--- config.mk ---
export PLATFORM = sky130hd
export DESIGN_NAME = ets_sequencer
export DESIGN_NICKNAME = d
export VERILOG_FILES = /design/src/verilog/ets_pkg.sv /design/src/verilog/ets_pacer.sv /design/src/verilog/ets_sequencer.sv
export SDC_FILE = /design/constraint.sdc
export NUM_CORES = 1
export LEC_CHECK = 0
export CAP_MARGIN = 30
export CORE_ASPECT_RATIO = 0.7
export CORE_UTILIZATION = 50
export CTS_BUF_LIST = sky130_fd_sc_hd__clkbuf_8
export DETAILED_ROUTE_END_ITERATION = 12
export DONT_BUFFER_PORTS = 1
export GPL_TIMING_DRIVEN = 1
export SYNTH_ARGS = -nofsm -noshare
export SYNTH_HDL_FRONTEND = slang
export SYNTH_SLANG_ARGS = --single-unit
--- constraint.sdc ---
create_clock -name CORE_CLK -period 4.4 [get_ports CORE_CLK]
set_input_delay 0.88 -clock CORE_CLK [delete_from_list [all_inputs] [get_ports CORE_CLK]]
set_output_delay 0.88 -clock CORE_CLK [all_outputs]
set_load 0.02 [all_outputs]
--- src/verilog/ets_pkg.sv ---
// Package of constants and types for the exposure timing sequencer
package ets_pkg;
  localparam logic [3:0]  ADDR_CTRL        = 4'h0;
  localparam logic [3:0]  ADDR_EXPOSURE    = 4'h1;
  localparam logic [3:0]  ADDR_COMP        = 4'h2;
  localparam logic [3:0]  ADDR_READOUT     = 4'h3;
  localparam logic [3:0]  ADDR_STATUS      = 4'h4;
  localparam int          CTRL_RUN_BIT     = 0;
  localparam int          CTRL_MODE_LSB    = 1;
  localparam int          CTRL_SHUT_LSB    = 3;
  localparam int          CTRL_EDGE_BIT    = 5;
  localparam int          CTRL_OUTSEL_BIT  = 6;
  localparam int          CTRL_RATE_BIT    = 7;
  localparam logic [31:0] CTRL_RESET       = 32'h0000_0000;
  localparam logic [31:0] EXPOSURE_RESET   = 32'h0000_0064;
  localparam logic [31:0] COMP_RESET       = 32'h0000_000A;
  localparam logic [31:0] READOUT_RESET    = 32'h0000_0064;
  localparam int          CLK_HZ           = 50000000;
  localparam int          FAST_RATE_HZ     = 1000000;
  localparam int          SLOW_RATE_HZ     = 100000;
  localparam logic [15:0] FAST_DIV         = 16'(CLK_HZ / FAST_RATE_HZ);
  localparam logic [15:0] SLOW_DIV         = 16'(CLK_HZ / SLOW_RATE_HZ);
  localparam logic [1:0]  MODE_FREE_RUN    = 2'h0;
  localparam logic [1:0]  MODE_TRIGGERED   = 2'h1;
  localparam logic [1:0]  MODE_TRIG_CLEAN  = 2'h2;
  localparam logic [1:0]  SHUT_NORMAL      = 2'h0;
  localparam logic [1:0]  SHUT_EARLY_OPEN  = 2'h1;
  localparam logic [1:0]  SHUT_DIS_OPEN    = 2'h2;
  localparam logic [1:0]  SHUT_DIS_CLOSED  = 2'h3;
  typedef enum logic [2:0] {
    ETS_IDLE, ETS_WAIT_SYNC, ETS_EXPOSE, ETS_COMP, ETS_READOUT
  } ets_state_t;
endpackage

--- src/verilog/ets_pacer.sv ---
// Conversion pacer producing one pulse per pixel conversion
`timescale 1ns/100ps
module ets_pacer
  import ets_pkg::*;
(
  input  wire logic clk,
  input  wire logic rst_n,
  input  wire logic run,
  input  wire logic slow,
  output logic      tick
);
  logic [15:0] cnt_q;
  logic [15:0] limit;

  // Rate select comes only from the software control bit
  assign limit = slow ? SLOW_DIV : FAST_DIV;

  always_ff @(posedge clk or negedge rst_n) begin
    if (!rst_n) begin
      cnt_q <= 16'h0000;
      tick  <= 1'b0;
    end else if (!run) begin
      cnt_q <= 16'h0000;
      tick  <= 1'b0;
    end else if (cnt_q >= limit - 16'h0001) begin
      cnt_q <= 16'h0000;
      tick  <= 1'b1;
    end else begin
      cnt_q <= cnt_q + 16'h0001;
      tick  <= 1'b0;
    end
  end
endmodule

--- src/verilog/ets_sequencer.sv ---
// Exposure timing sequencer: shutter, exposure, compensation and readout
`timescale 1ns/100ps
//
// Overview of operation
// - Conversion pace is fast or low-noise, chosen only by a software bit.
// - Only eleven mode and shutter pairings are accepted; others are refused.
// - Four shutter options; both disabled options hold the drive fixed.
// - Early-open in triggered modes opens shutter when ready for sync.
// - Free run opens shutter right after readout, for the exposure time.
// - Free run ignores every external trigger edge.
// - Free run refuses early-open shutter as an illegal pairing.
// - Sync output shows shutter state or readout indicator, software chosen.
// - Frame order: expose, close, compensation, readout, then next exposure.
// - Readout indicator is low during readout and high otherwise.
// - Triggered normal: wait edge, open, expose, close, read out.
// - Trigger edge polarity is selectable rising or falling.
module ets_sequencer
  import ets_pkg::*;
(
  input  wire logic        CORE_CLK,
  input  wire logic        RST_N,
  input  wire logic [3:0]  ADDR,
  input  wire logic [31:0] WDATA,
  input  wire logic        WR,
  input  wire logic        RD,
  output logic      [31:0] RDATA,
  input  wire logic        EXT_TRIG,
  output logic             SHUTTER_OPEN,
  output logic             READOUT_N,
  output logic             SYNC_OUT,
  output logic             CONV_TICK
);
  import ets_pkg::*;

  ////////////////////////////////////////////////////////////////////////////////
  logic [31:0] ctrl_q;
  logic [31:0] exposure_q;
  logic [31:0] comp_q;
  logic [31:0] readout_q;
  logic        illegal_q;
  logic [31:0] frames_q;
  ets_state_t  state_q;
  ets_state_t  state_d;
  logic [31:0] cnt_q;
  logic        trig_s1_q;
  logic        trig_s2_q;
  logic        trig_s3_q;
  logic        edge_seen;
  logic        run;
  logic [1:0]  mode;
  logic [1:0]  shut;
  logic        legal;
  logic        shut_d;
  logic        tick;

  function automatic logic pair_legal(input logic [1:0] m, input logic [1:0] s);
    logic ok;
    ok = 1'b0;
    case (m)
      MODE_FREE_RUN:   ok = (s == SHUT_NORMAL);
      MODE_TRIGGERED:  ok = (s == SHUT_NORMAL) || (s == SHUT_EARLY_OPEN);
      MODE_TRIG_CLEAN: ok = (s == SHUT_NORMAL) || (s == SHUT_EARLY_OPEN);
      default:         ok = 1'b0;
    endcase
    return ok;
  endfunction

  assign run  = ctrl_q[CTRL_RUN_BIT];
  assign mode = ctrl_q[CTRL_MODE_LSB +: 2];
  assign shut = ctrl_q[CTRL_SHUT_LSB +: 2];
  // Disabled options are acquisition settings too, so they pass the check
  // An undefined mode code stays refused even with a disabled shutter
  assign legal = pair_legal(mode, shut) ||
                 ((shut == SHUT_DIS_OPEN || shut == SHUT_DIS_CLOSED) &&
                  (mode == MODE_FREE_RUN || mode == MODE_TRIGGERED ||
                   mode == MODE_TRIG_CLEAN));

  ////////////////////////////////////////////////////////////////////////////////
  // Register port
  always_ff @(posedge CORE_CLK or negedge RST_N) begin
    if (!RST_N) begin
      ctrl_q     <= CTRL_RESET;
      exposure_q <= EXPOSURE_RESET;
      comp_q     <= COMP_RESET;
      readout_q  <= READOUT_RESET;
    end else if (WR) begin
      case (ADDR)
        ADDR_CTRL:     ctrl_q     <= {24'h000000, WDATA[7:0]};
        ADDR_EXPOSURE: exposure_q <= WDATA;
        ADDR_COMP:     comp_q     <= WDATA;
        ADDR_READOUT:  readout_q  <= WDATA;
        default:       ctrl_q     <= ctrl_q;
      endcase
    end
  end

  always_ff @(posedge CORE_CLK or negedge RST_N) begin
    if (!RST_N) begin
      RDATA <= 32'h0000_0000;
    end else if (RD) begin
      case (ADDR)
        ADDR_CTRL:     RDATA <= ctrl_q;
        ADDR_EXPOSURE: RDATA <= exposure_q;
        ADDR_COMP:     RDATA <= comp_q;
        ADDR_READOUT:  RDATA <= readout_q;
        ADDR_STATUS:   RDATA <= {frames_q[23:0], 4'h0, illegal_q, 3'(state_q)};
        default:       RDATA <= 32'h0000_0000;
      endcase
    end else begin
      RDATA <= 32'h0000_0000;
    end
  end

  ////////////////////////////////////////////////////////////////////////////////
  // Trigger synchroniser; the second and third stages feed edge logic
  always_ff @(posedge CORE_CLK or negedge RST_N) begin
    if (!RST_N) begin
      trig_s1_q <= 1'b0;
      trig_s2_q <= 1'b0;
      trig_s3_q <= 1'b0;
    end else begin
      trig_s1_q <= EXT_TRIG;
      trig_s2_q <= trig_s1_q;
      trig_s3_q <= trig_s2_q;
    end
  end

  // Polarity bit high selects falling edges
  assign edge_seen = ctrl_q[CTRL_EDGE_BIT] ? (trig_s3_q && !trig_s2_q)
                                           : (!trig_s3_q && trig_s2_q);

  ////////////////////////////////////////////////////////////////////////////////
  // Frame state machine
  always_comb begin
    state_d = state_q;
    case (state_q)
      ETS_IDLE: begin
        if (run && legal) begin
          state_d = (mode == MODE_FREE_RUN) ? ETS_EXPOSE : ETS_WAIT_SYNC;
        end
      end
      ETS_WAIT_SYNC: begin
        if (!run) begin
          state_d = ETS_IDLE;
        end else if (edge_seen) begin
          state_d = ETS_EXPOSE;
        end
      end
      ETS_EXPOSE: begin
        if (cnt_q <= 32'h0000_0001) begin
          state_d = ETS_COMP;
        end
      end
      ETS_COMP: begin
        if (cnt_q <= 32'h0000_0001) begin
          state_d = ETS_READOUT;
        end
      end
      ETS_READOUT: begin
        if (cnt_q <= 32'h0000_0001) begin
          // Free run ignores the trigger and restarts straight away
          if (!run || !legal) begin
            state_d = ETS_IDLE;
          end else if (mode == MODE_FREE_RUN) begin
            state_d = ETS_EXPOSE;
          end else begin
            state_d = ETS_WAIT_SYNC;
          end
        end
      end
      default: state_d = ETS_IDLE;
    endcase
  end

  always_ff @(posedge CORE_CLK or negedge RST_N) begin
    if (!RST_N) begin
      state_q <= ETS_IDLE;
    end else begin
      state_q <= state_d;
    end
  end

  // Interval counter reloads on entry; zero is treated as one cycle
  always_ff @(posedge CORE_CLK or negedge RST_N) begin
    if (!RST_N) begin
      cnt_q <= 32'h0000_0000;
    end else if (state_d != state_q || (state_q == ETS_READOUT && state_d == ETS_EXPOSE)) begin
      case (state_d)
        ETS_EXPOSE:  cnt_q <= exposure_q;
        ETS_COMP:    cnt_q <= comp_q;
        ETS_READOUT: cnt_q <= readout_q;
        default:     cnt_q <= 32'h0000_0000;
      endcase
    end else if (cnt_q != 32'h0000_0000) begin
      cnt_q <= cnt_q - 32'h0000_0001;
    end
  end

  always_ff @(posedge CORE_CLK or negedge RST_N) begin
    if (!RST_N) begin
      illegal_q <= 1'b0;
      frames_q  <= 32'h0000_0000;
    end else begin
      illegal_q <= run && !legal;
      if (state_q == ETS_READOUT && state_d != ETS_READOUT) begin
        frames_q <= frames_q + 32'h0000_0001;
      end
    end
  end

  ////////////////////////////////////////////////////////////////////////////////
  // Shutter and outputs
  always_comb begin
    shut_d = 1'b0;
    case (shut)
      SHUT_DIS_OPEN:   shut_d = 1'b1;
      SHUT_DIS_CLOSED: shut_d = 1'b0;
      SHUT_EARLY_OPEN: begin
        // Free run behaves as normal shutter
        shut_d = (state_d == ETS_EXPOSE) ||
                 (state_d == ETS_WAIT_SYNC && mode != MODE_FREE_RUN);
      end
      default: shut_d = (state_d == ETS_EXPOSE);
    endcase
  end

  always_ff @(posedge CORE_CLK or negedge RST_N) begin
    if (!RST_N) begin
      SHUTTER_OPEN <= 1'b0;
      READOUT_N    <= 1'b1;
      SYNC_OUT     <= 1'b0;
    end else begin
      SHUTTER_OPEN <= shut_d;
      READOUT_N    <= (state_d != ETS_READOUT);
      SYNC_OUT     <= ctrl_q[CTRL_OUTSEL_BIT] ? (state_d != ETS_READOUT) : shut_d;
    end
  end

  ets_pacer u_pacer (
    .clk   (CORE_CLK),
    .rst_n (RST_N),
    .run   (state_q == ETS_READOUT),
    .slow  (ctrl_q[CTRL_RATE_BIT]),
    .tick  (tick)
  );

  always_ff @(posedge CORE_CLK or negedge RST_N) begin
    if (!RST_N) begin
      CONV_TICK <= 1'b0;
    end else begin
      CONV_TICK <= tick;
    end
  end
endmodule
# Word-level counts from Yosys, hierarchy flattened
# Cells that the tools add are included.
# word_totals
regBits	228
output_inout_bits	36
elab_cells	98
# op_classes
muxes	23
eq_ne	19
addsub	4
magnitude_cmp	2
reduce_logical	32
# op_table
op	count
$pmux W32 S5	1
$mux W32	3
$pmux W32 S3	1
$add A32 B1 Y32 const B	1
$le A32 B1 Y1 const B	1
$mux W16	2
$reduce_bool A32 Y1	1
$sub A32 B1 Y32 const B	1
$mux W3	6
$add A16 B1 Y16 const B	1
$ge A16 B16 Y1	1
$sub A16 B1 Y16 const B	1
$pmux W3 S5	1
$eq A3 B2 Y1 const B	4
$mux W9	1
$eq A4 B2 Y1 const B	2
$logic_and A1 B1 Y1	8
$logic_or A1 B1 Y1	8
$reduce_and A2 Y1	4
$eq A2 B2 Y1 const B	3
$eq A3 B1 Y1 const B	2
$eq A3 B3 Y1 const B	2
$eq A2 B1 Y1 const B	2
$eq A4 B1 Y1 const B	1
other kinds (13)	22

# Depth between registers and ports, before layout
# Gate-level depths: netlist of run 1.
# depth
depth_word	15
ltp_mapped	13

# By module
# Synthesis of run 1 repeated with hierarchy kept, for this count alone.
# hier_totals
hier_cells	858
hier_area_um2	10470.0
# by_module_without_submodules
mod	area_each_um2	instances	cells_each	seq_area_each_um2
ets_sequencer	9669.3	1	790	5091.1
ets_pacer	800.8	1	68	425.4

# Worst setup path before layout of run 1
# OpenSTA, ideal clock, no wires.
# synth_timing
kind	register -> register
startpoint	reg cnt_q[22]
endpoint	reg cnt_q[22]
path_buffers	2
arrival_time_ns	3.106
setup_slack_ns	1.172
stages_incl_launch_ff	10
t_required_ns	4.279
setup_time_ns	0.121
cell_sequence	dfrtp_1 -> or4_4 -> or4_4 -> or4_1 -> o211a_1 -> buf_6 -> mux2i_4 -> a21oi_1 -> buf_2 -> nor2_1
# synth_via
elab_chain_cells	7
word_cells_on_any_way	17
cone_classes	add/sub: 1; order compare: 1; eq/ne: 4; mux: 7; reduce/logical: 4
# synth_lines
item	line_no	rtl
start: declaration	ets_sequencer.sv:44	logic [31:0] cnt_q;
start signal: assignment	ets_sequencer.sv:189	ETS_EXPOSE: cnt_q <= exposure_q;
start signal: assignment	ets_sequencer.sv:190	ETS_COMP: cnt_q <= comp_q;
start signal: assignment	ets_sequencer.sv:191	ETS_READOUT: cnt_q <= readout_q;
branches (longest 7 deep; another with $le A32 B1 Y1)	-	
# Several ways; the timed one is not identified. The select of a mux whose other input is x is not followed.
# A chain may end at the register's enable or synchronous reset.

# Final worst setup path of run 1
# layout_timing
startpoint	reg cnt_q[22]
endpoint	reg cnt_q[20]
# Same word-level chain as after synthesis.

==> metrics.txt, run 1 <==
status completed; routed wl met3 between 2000 and 2500 um; Period minus WS final 3.79 ns; GRT Util Overall 26.0%; RSZ-0062 raised after global routing false; GPL Wtd Cong 0.824; critical path class flop to flop; final-report hold violation count 0; DR top layer met5; sequential element share of the synthesized area 53.5%; post-route insts no fill 1169; Avg Cell Area, Syn 12.0 um^2; startpoint types flop; core box area between 20000 and 25000 um^2; post-CTS setup buffers 0; fin util between 50% and 60%; count of unique library cells instantiated by Yosys between 50 and 60; hold buffer count at CTS 0; WP data required slightly below 5 ns; Worst-path clk slew 0.06 ns; first-pass GRT wire length ~42000 um; FP Rows 43; post-synthesis instance total about 860; die area 21200 um^2; crit end category flop; Power Dens Cells 549 nW/um^2; Avg WL per Cell about 23 um; area of the multi-input gates ~4600 um^2; via count of the first global-routing pass 7393; Synth Register Bits 220; I/O Pins 77; period utilisation layout between 80% and 90%; synth warn 0; Max Cap Viol 0; share of flip-flops with an asynchronous set or reset 100%; Slew Limit Fails 0; EDFF count, synth 0; fin area between 10000 and 15000 um^2; Net Sw Power slightly above 0.002 W; Leak between 5 and 6 nW; Layout fillers between 1500 and 2000; detailed-route vias per instance slightly above 6; via count about 7200; CTS-repair resized insts 0; Crit Path Max Fanout 27; detailed-route wire length roughly 27000 um; Max-slew headroom a little under a third; hpwl dp approximately 17000 um; drt pass-1 iters 8; dpl cells 1107; Flop pwr share between 40 and 50%; fmax roughly 260 MHz; synthesized area a little over 10000 um^2; Setup violations, final 0; Bufs on Longest Clock Path 3; Worst EP arrival about 4.2 ns; initial antenna violation count 1; M1 WL approximately 12000 um; CTS sink count 220; top_reg_cell synth dfrtp_1; Clock power frac between 20% and 30%; port buffer count 0; Placed Area 10600 um^2; Setup Skew roughly 0.014 ns; Die X around 170 um; Die H around 120 um; FF/Latch Area roughly 5500 um^2; internal cell power between 0.004 and 0.005 W; met2 wire len 11700 um; Net Sw Frac roughly a third; # diodes 0; Area Overhead vs Synth 10.3%; Slew @ Worst Pin 1.02 ns; htree depth 2; initial DRC count 763; Num CTS Buffers 37; CTS tree done; Worst Hold Class input pin to asynchronous set/reset pin; DRC 0; CTS root buf clkbuf_8; Remaining Overflow, GRT 0; peak supply drop ~0.00024 V; pin count of the biggest net entering global routing between 200 and 250; Skew-Pair Late Insertion Delay between 0.5 and 0.6 ns; Layout Nets a little over 900; setup tns final 0 ns; power share of the combinational group 25.7%; share of cells above drive strength 1 about a quarter; Routed Antenna Nets 0; Initial Util 51.5%
==> routing by layer <==
| metal | track usage [%] | vias to the layer above |
|---|---|---|
| met2 | 38.5 | 275 |
| met1 | 36.9 | 3704 |
| li1 | - | 3205 |
| met4 | 8.55 | 2 |
| met3 | 7.46 | 48 |
| met5 | 0 | - |
==> cell families (layout without fill, tap and decap cells) <==
logic type               after synthesis  after routing  share of synthesized area, %
flip-flops                           220            220                          53.5
AND/OR/NAND/NOR                      212            212                          10.1
AO/OA/AOI/OAI                        154            154                          11.8
multiplexers                         143            143                          15.8
buffers and inverters                 61             96                          2.58
XOR/XNOR                              57             57                          4.84
adder cells (fa/ha/maj)               11             11                          1.33
other                                  1              6                        0.0364
==> critical path: stages (launching register included) <==
cell and delay [ns]:
dfrtp_1 0.42, or4_4 0.57, or4_4 0.53, nor3_1 0.37, o211a_2 0.46, buf_4 0.58
mux2i_1 0.15, o2bb2ai_1 0.34, a22oi_2 0.14, nor2_1 0.14
==> sequential cells by signal, indices dropped and copies added (netlist names), 3 cells and up <==
register / flops
cnt_q: 32
RDATA: 32
u_pacer.cnt_q: 16
frames_q: 24
ctrl_q: 8
exposure_q: 32
readout_q: 32
comp_q: 32
state_q: 3
==> layout make-up <==
type,count,area share [%]
clock buffers,42,5.08
multi-input cells,583,40.2
clock inverters,20,1.44
repair buffers,20,1.32
inverters,14,0.462
well taps,270,2.97
flip-flops and latches,220,48.5
==> cells in the mapped netlist (all sizes together) (5+ instances only) <==
cell type  instances  share of area (%)
dfrtp            211                 51
mux2             106                 12
nor2              61                2.2
nand2             53                1.9
a21oi             39                1.9
a22oi             33                2.9
mux2i             33                3.3
o2bb2ai           32                2.7
xor2              32                2.7
a222oi            28                2.7
buf               26                1.3
xnor2             25                2.1
clkbuf            21               0.76
and3              18                1.1
nand3             18               0.87
inv               14               0.51
nor3              14               0.68
ha                11                1.3
dfstp              9                2.3
nand4              9               0.55
nor4               9               0.55
o21ai              8               0.39
or3                5               0.30
or4                5               0.44
==> cells in the final DEF, fill, tap and decap left out, types with 20 or more instances in the layout <==
master,synthesis,final
nand2_1,53,53
buf_4,3,20
mux2_2,106,106
a22oi_1,23,23
nor2_1,61,60
a222oi_1,28,28
xor2_1,32,32
clkbuf_8,0,42
o2bb2ai_1,32,32
inv_1,13,25
mux2i_1,32,32
dfrtp_1,211,211
xnor2_1,25,25
a21oi_1,38,36
==> power groups by stage <==
stage / Combinational, W / Sequential [W] / Clock, W
2_1_floorplan: 0.00125 / 0.00269 / 0
3_3_place_gp: 0.00154 / 0.00278 / 0
3_5_place_dp: 0.00159 / 0.00280 / 0
4_1_cts: 0.00160 / 0.00277 / 0.00190
5_1_grt: 0.00174 / 0.00283 / 0.00200
6_report: 0.00161 / 0.00278 / 0.00187
==> per-stage QoR <==
step	hold WS, ns	total power, W	worst slack (ns)
after detailed placement	0.341	0.00439	0.627
final	0.0460	0.00625	0.606
after global routing	0.0230	0.00657	0.366
after floorplan	0.331	0.00394	1.17
after CTS	0.0299	0.00626	0.603
after global placement	0.334	0.00431	0.766
==> worst paths after layout <==
path | startpoint | end | slack [ns] | cells after the start
max | cnt_q[22] | cnt_q[20] | 0.61 | 9
min reg2reg | u_pacer.tick | CONV_TICK | 0.36 | 0
min | RST_N | u_pacer.cnt_q[5] | 0.05 | 0
max in group asynchronous | RST_N | RDATA[22] | 3.82 | 0
max reg2reg | cnt_q[22] | cnt_q[20] | 0.61 | 9
min in group CORE_CLK | u_pacer.tick | CONV_TICK | 0.36 | 0
Power figures use the tool's default switching activity.
==> run 2: changes to the inputs <==
--- a/config.mk
+++ b/config.mk
@@ -12,6 +12,7 @@
 export DETAILED_ROUTE_END_ITERATION = 12
 export DONT_BUFFER_PORTS = 1
 export GPL_TIMING_DRIVEN = 1
+export PLACE_DENSITY_LB_ADDON = 0.15
 export SYNTH_ARGS = -nofsm -noshare
 export SYNTH_HDL_FRONTEND = slang
 export SYNTH_SLANG_ARGS = --single-unit
==> run 2 against run 1 <==
Net effect:
- non-clock buffer count unchanged
- register-to-register slack worse by 0.07 ns
- worst hold slack better by 0.014 ns
- cell area barely moved
- setup slack worse by 0.067 ns
- global-route usage is 0.36 points lower
- first-iteration DRC count grew 1.7%
- final cell count increased by 0.26%
- sequential share of layout area about the same
- die area is the same
- clock-buffer cell count rose by 5
==> metrics.txt, run 2 (synthesized netlist as in run 1, its figures left out) <==
status completed; via count of the first global-routing pass 7483 (+1.2%); final-report hold violation count 0 (unchanged); post-CTS setup buffers 0 (unchanged); FP Rows 43 (unchanged); layer with the highest usage met2; RSZ-0062 raised after global routing false; CP max stage delay 0.58 ns (about the same); Clock power frac 29.5% (-0.4 points); Placed Area 10600 um^2 (about the same); hold buffer count at CTS 0 (unchanged); Net Sw Power 0.00205 W (-1.2%); RR Endpoint cnt_q[1]; Power Dens Cells 543 nW/um^2 (-1.1%); Period minus WS final 3.86 ns (+0.0667 ns); Critical Path, Cell by Cell or4_4 > or4_4 > nor3_1 > o211a_2 > buf_4 > mux2i_1 > o2bb2ai_1 > a211oi_1 > a21oi_1; Bufs on Longest Clock Path 3 (unchanged); Leak 5.20 nW (+0.26%); Setup Skew 0.0240 ns (+0.0101 ns); die area 21200 um^2 (unchanged); crit path from cnt_q[22]; setup tns final 0 ns (unchanged); R2R Setup Slk 0.54 ns (-0.07 ns); Setup violations, final 0 (unchanged); Crit Path Max Fanout 27 (unchanged); hpwl dp 16800 um (-1.7%); internal cell power 0.00414 W (-0.90%); via count 7294 (+0.83%); # diodes 0 (unchanged); CTS-repair resized insts 0 (unchanged); Routed Antenna Nets 0 (unchanged); CP top delay family simple AND/OR/NAND/NOR gates; M1 GR Usage 36.7% (-0.15 points); Die H 122 um (unchanged); drt pass-1 iters 7 (-1); Max Cap Viol 0 (unchanged); Max-slew headroom 30.7% (-0.80 points); RR Startpoint cnt_q[22]; critical path class flop to flop; detailed-route wire length 26400 um (-1.1%); core box area 20000 um^2 (unchanged); DRC 0 (unchanged); CTS sink count 220 (unchanged); htree depth 2 (unchanged); met2 Resource Use GR 39.3% (+0.80 points); period utilisation layout 87.7% (+1.5 points); initial DRC count 776 (+1.7%); I/O Pins 77 (unchanged); Area Overhead vs Synth 10.4% (about the same); commonest non-fill, non-tap cell in the layout dfrtp_1; port buffer count 0 (unchanged); fin area 11400 um^2 (about the same); Worst EP arrival 4.25 ns (about the same); power share of the combinational group 25.5% (-0.2 points); Initial Util 51.5% (unchanged); worst-case reg-to-reg path depth 9 (unchanged); Worst-path clk slew 0.07 ns (about the same); Layout fillers 1638 (-2.0%); initial antenna violation count 0 (-1); peak supply drop 0.000251 V (+4.3%); critical path's slowest cell or4_4; Remaining Overflow, GRT 0 (unchanged); most frequent cells in the layout 211 x dfrtp_1, 106 x mux2_2, 60 x nor2_1; setup ws final 0.539 ns (-0.0667 ns); Flop pwr share 45.0% (+0.6 points); WP data required 4.79 ns (-0.06 ns); Total Power 0.00619 W (-1.0%); Slew @ Worst Pin 1.04 ns (+0.0174 ns); Net Sw Frac 33.2% (-0.077 points); fmax 259 MHz (-1.7%); share of cells above drive strength 1 24.1% (+0.031 points); first-pass GRT wire length 42300 um (+0.21%); fin util 56.9% (about the same); CTS root buf clkbuf_8; Worst Hold Class input pin to asynchronous set/reset pin; grt met3 use 5.34% (-2.1 points); detailed-route vias per instance 6.22 (+0.57%); Skew-Pair Late Insertion Delay 0.53 ns (about the same); CTS tree done; Avg WL per Cell 22.5 um (-1.4%); startpoint types flop; GRT Util Overall 25.7% (-0.36 points); GPL Wtd Cong 0.895 (+8.7%); most frequent CP cell or4_4; crit end category flop; pin count of the biggest net entering global routing 221 (unchanged); pre-CTS WS 0.639 ns (+0.0118 ns); Layout Nets 927 (-0.11%); Num CTS Buffers 36 (-2.7%); worst path bufs/invs 1 (unchanged); Slew Limit Fails 0 (unchanged); Die X 174 um (unchanged)
run 2: worst max path at each step:
stage / cells after the start / to
6_report: 9 / cnt_q[1]
2_1_floorplan: 9 / cnt_q[22]
5_1_grt: 9 / cnt_q[1]
4_1_cts: 9 / cnt_q[1]
3_3_place_gp: 9 / cnt_q[0]
3_5_place_dp: 9 / cnt_q[1]
run 2: power groups by stage:
stage / sequential, W / combinational, W / clock (W)
after floorplan: 0.00269 / 0.00125 / 0
after global placement: 0.00278 / 0.00150 / 0
after detailed placement: 0.00280 / 0.00156 / 0
after CTS: 0.00277 / 0.00157 / 0.00187
after global routing: 0.00283 / 0.00173 / 0.00198
final: 0.00278 / 0.00158 / 0.00183
run 2: routing by layer:
metal	vias to the layer above	routed length, um	share of wire [%]
li1	3205	-	-
met1	3751	11900	45
met5	-	0	0
met4	0	567	2.2
met2	287	11900	45
met3	51	1970	7.5
run 2: final cells by class:
cell class / instances / area [um^2] / share of cell area, %
repair buffers: 20 / 148 / 1.30
clock inverters: 18 / 101 / 0.890
flip-flops and latches: 220 / 5520 / 48.4
multi-input cells: 583 / 4590 / 40.3
well taps: 270 / 338 / 2.97
clock buffers: 47 / 647 / 5.68
inverters: 14 / 52.6 / 0.461
run 2: through the flow:
stage | hold WS (ns) | instances
after floorplan | 0.331 | 864
after global placement | 0.339 | 1106
after detailed placement | 0.335 | 1107
after CTS | 0.0329 | 1172
after global routing | 0.0272 | 1172
final | 0.0604 | 1172
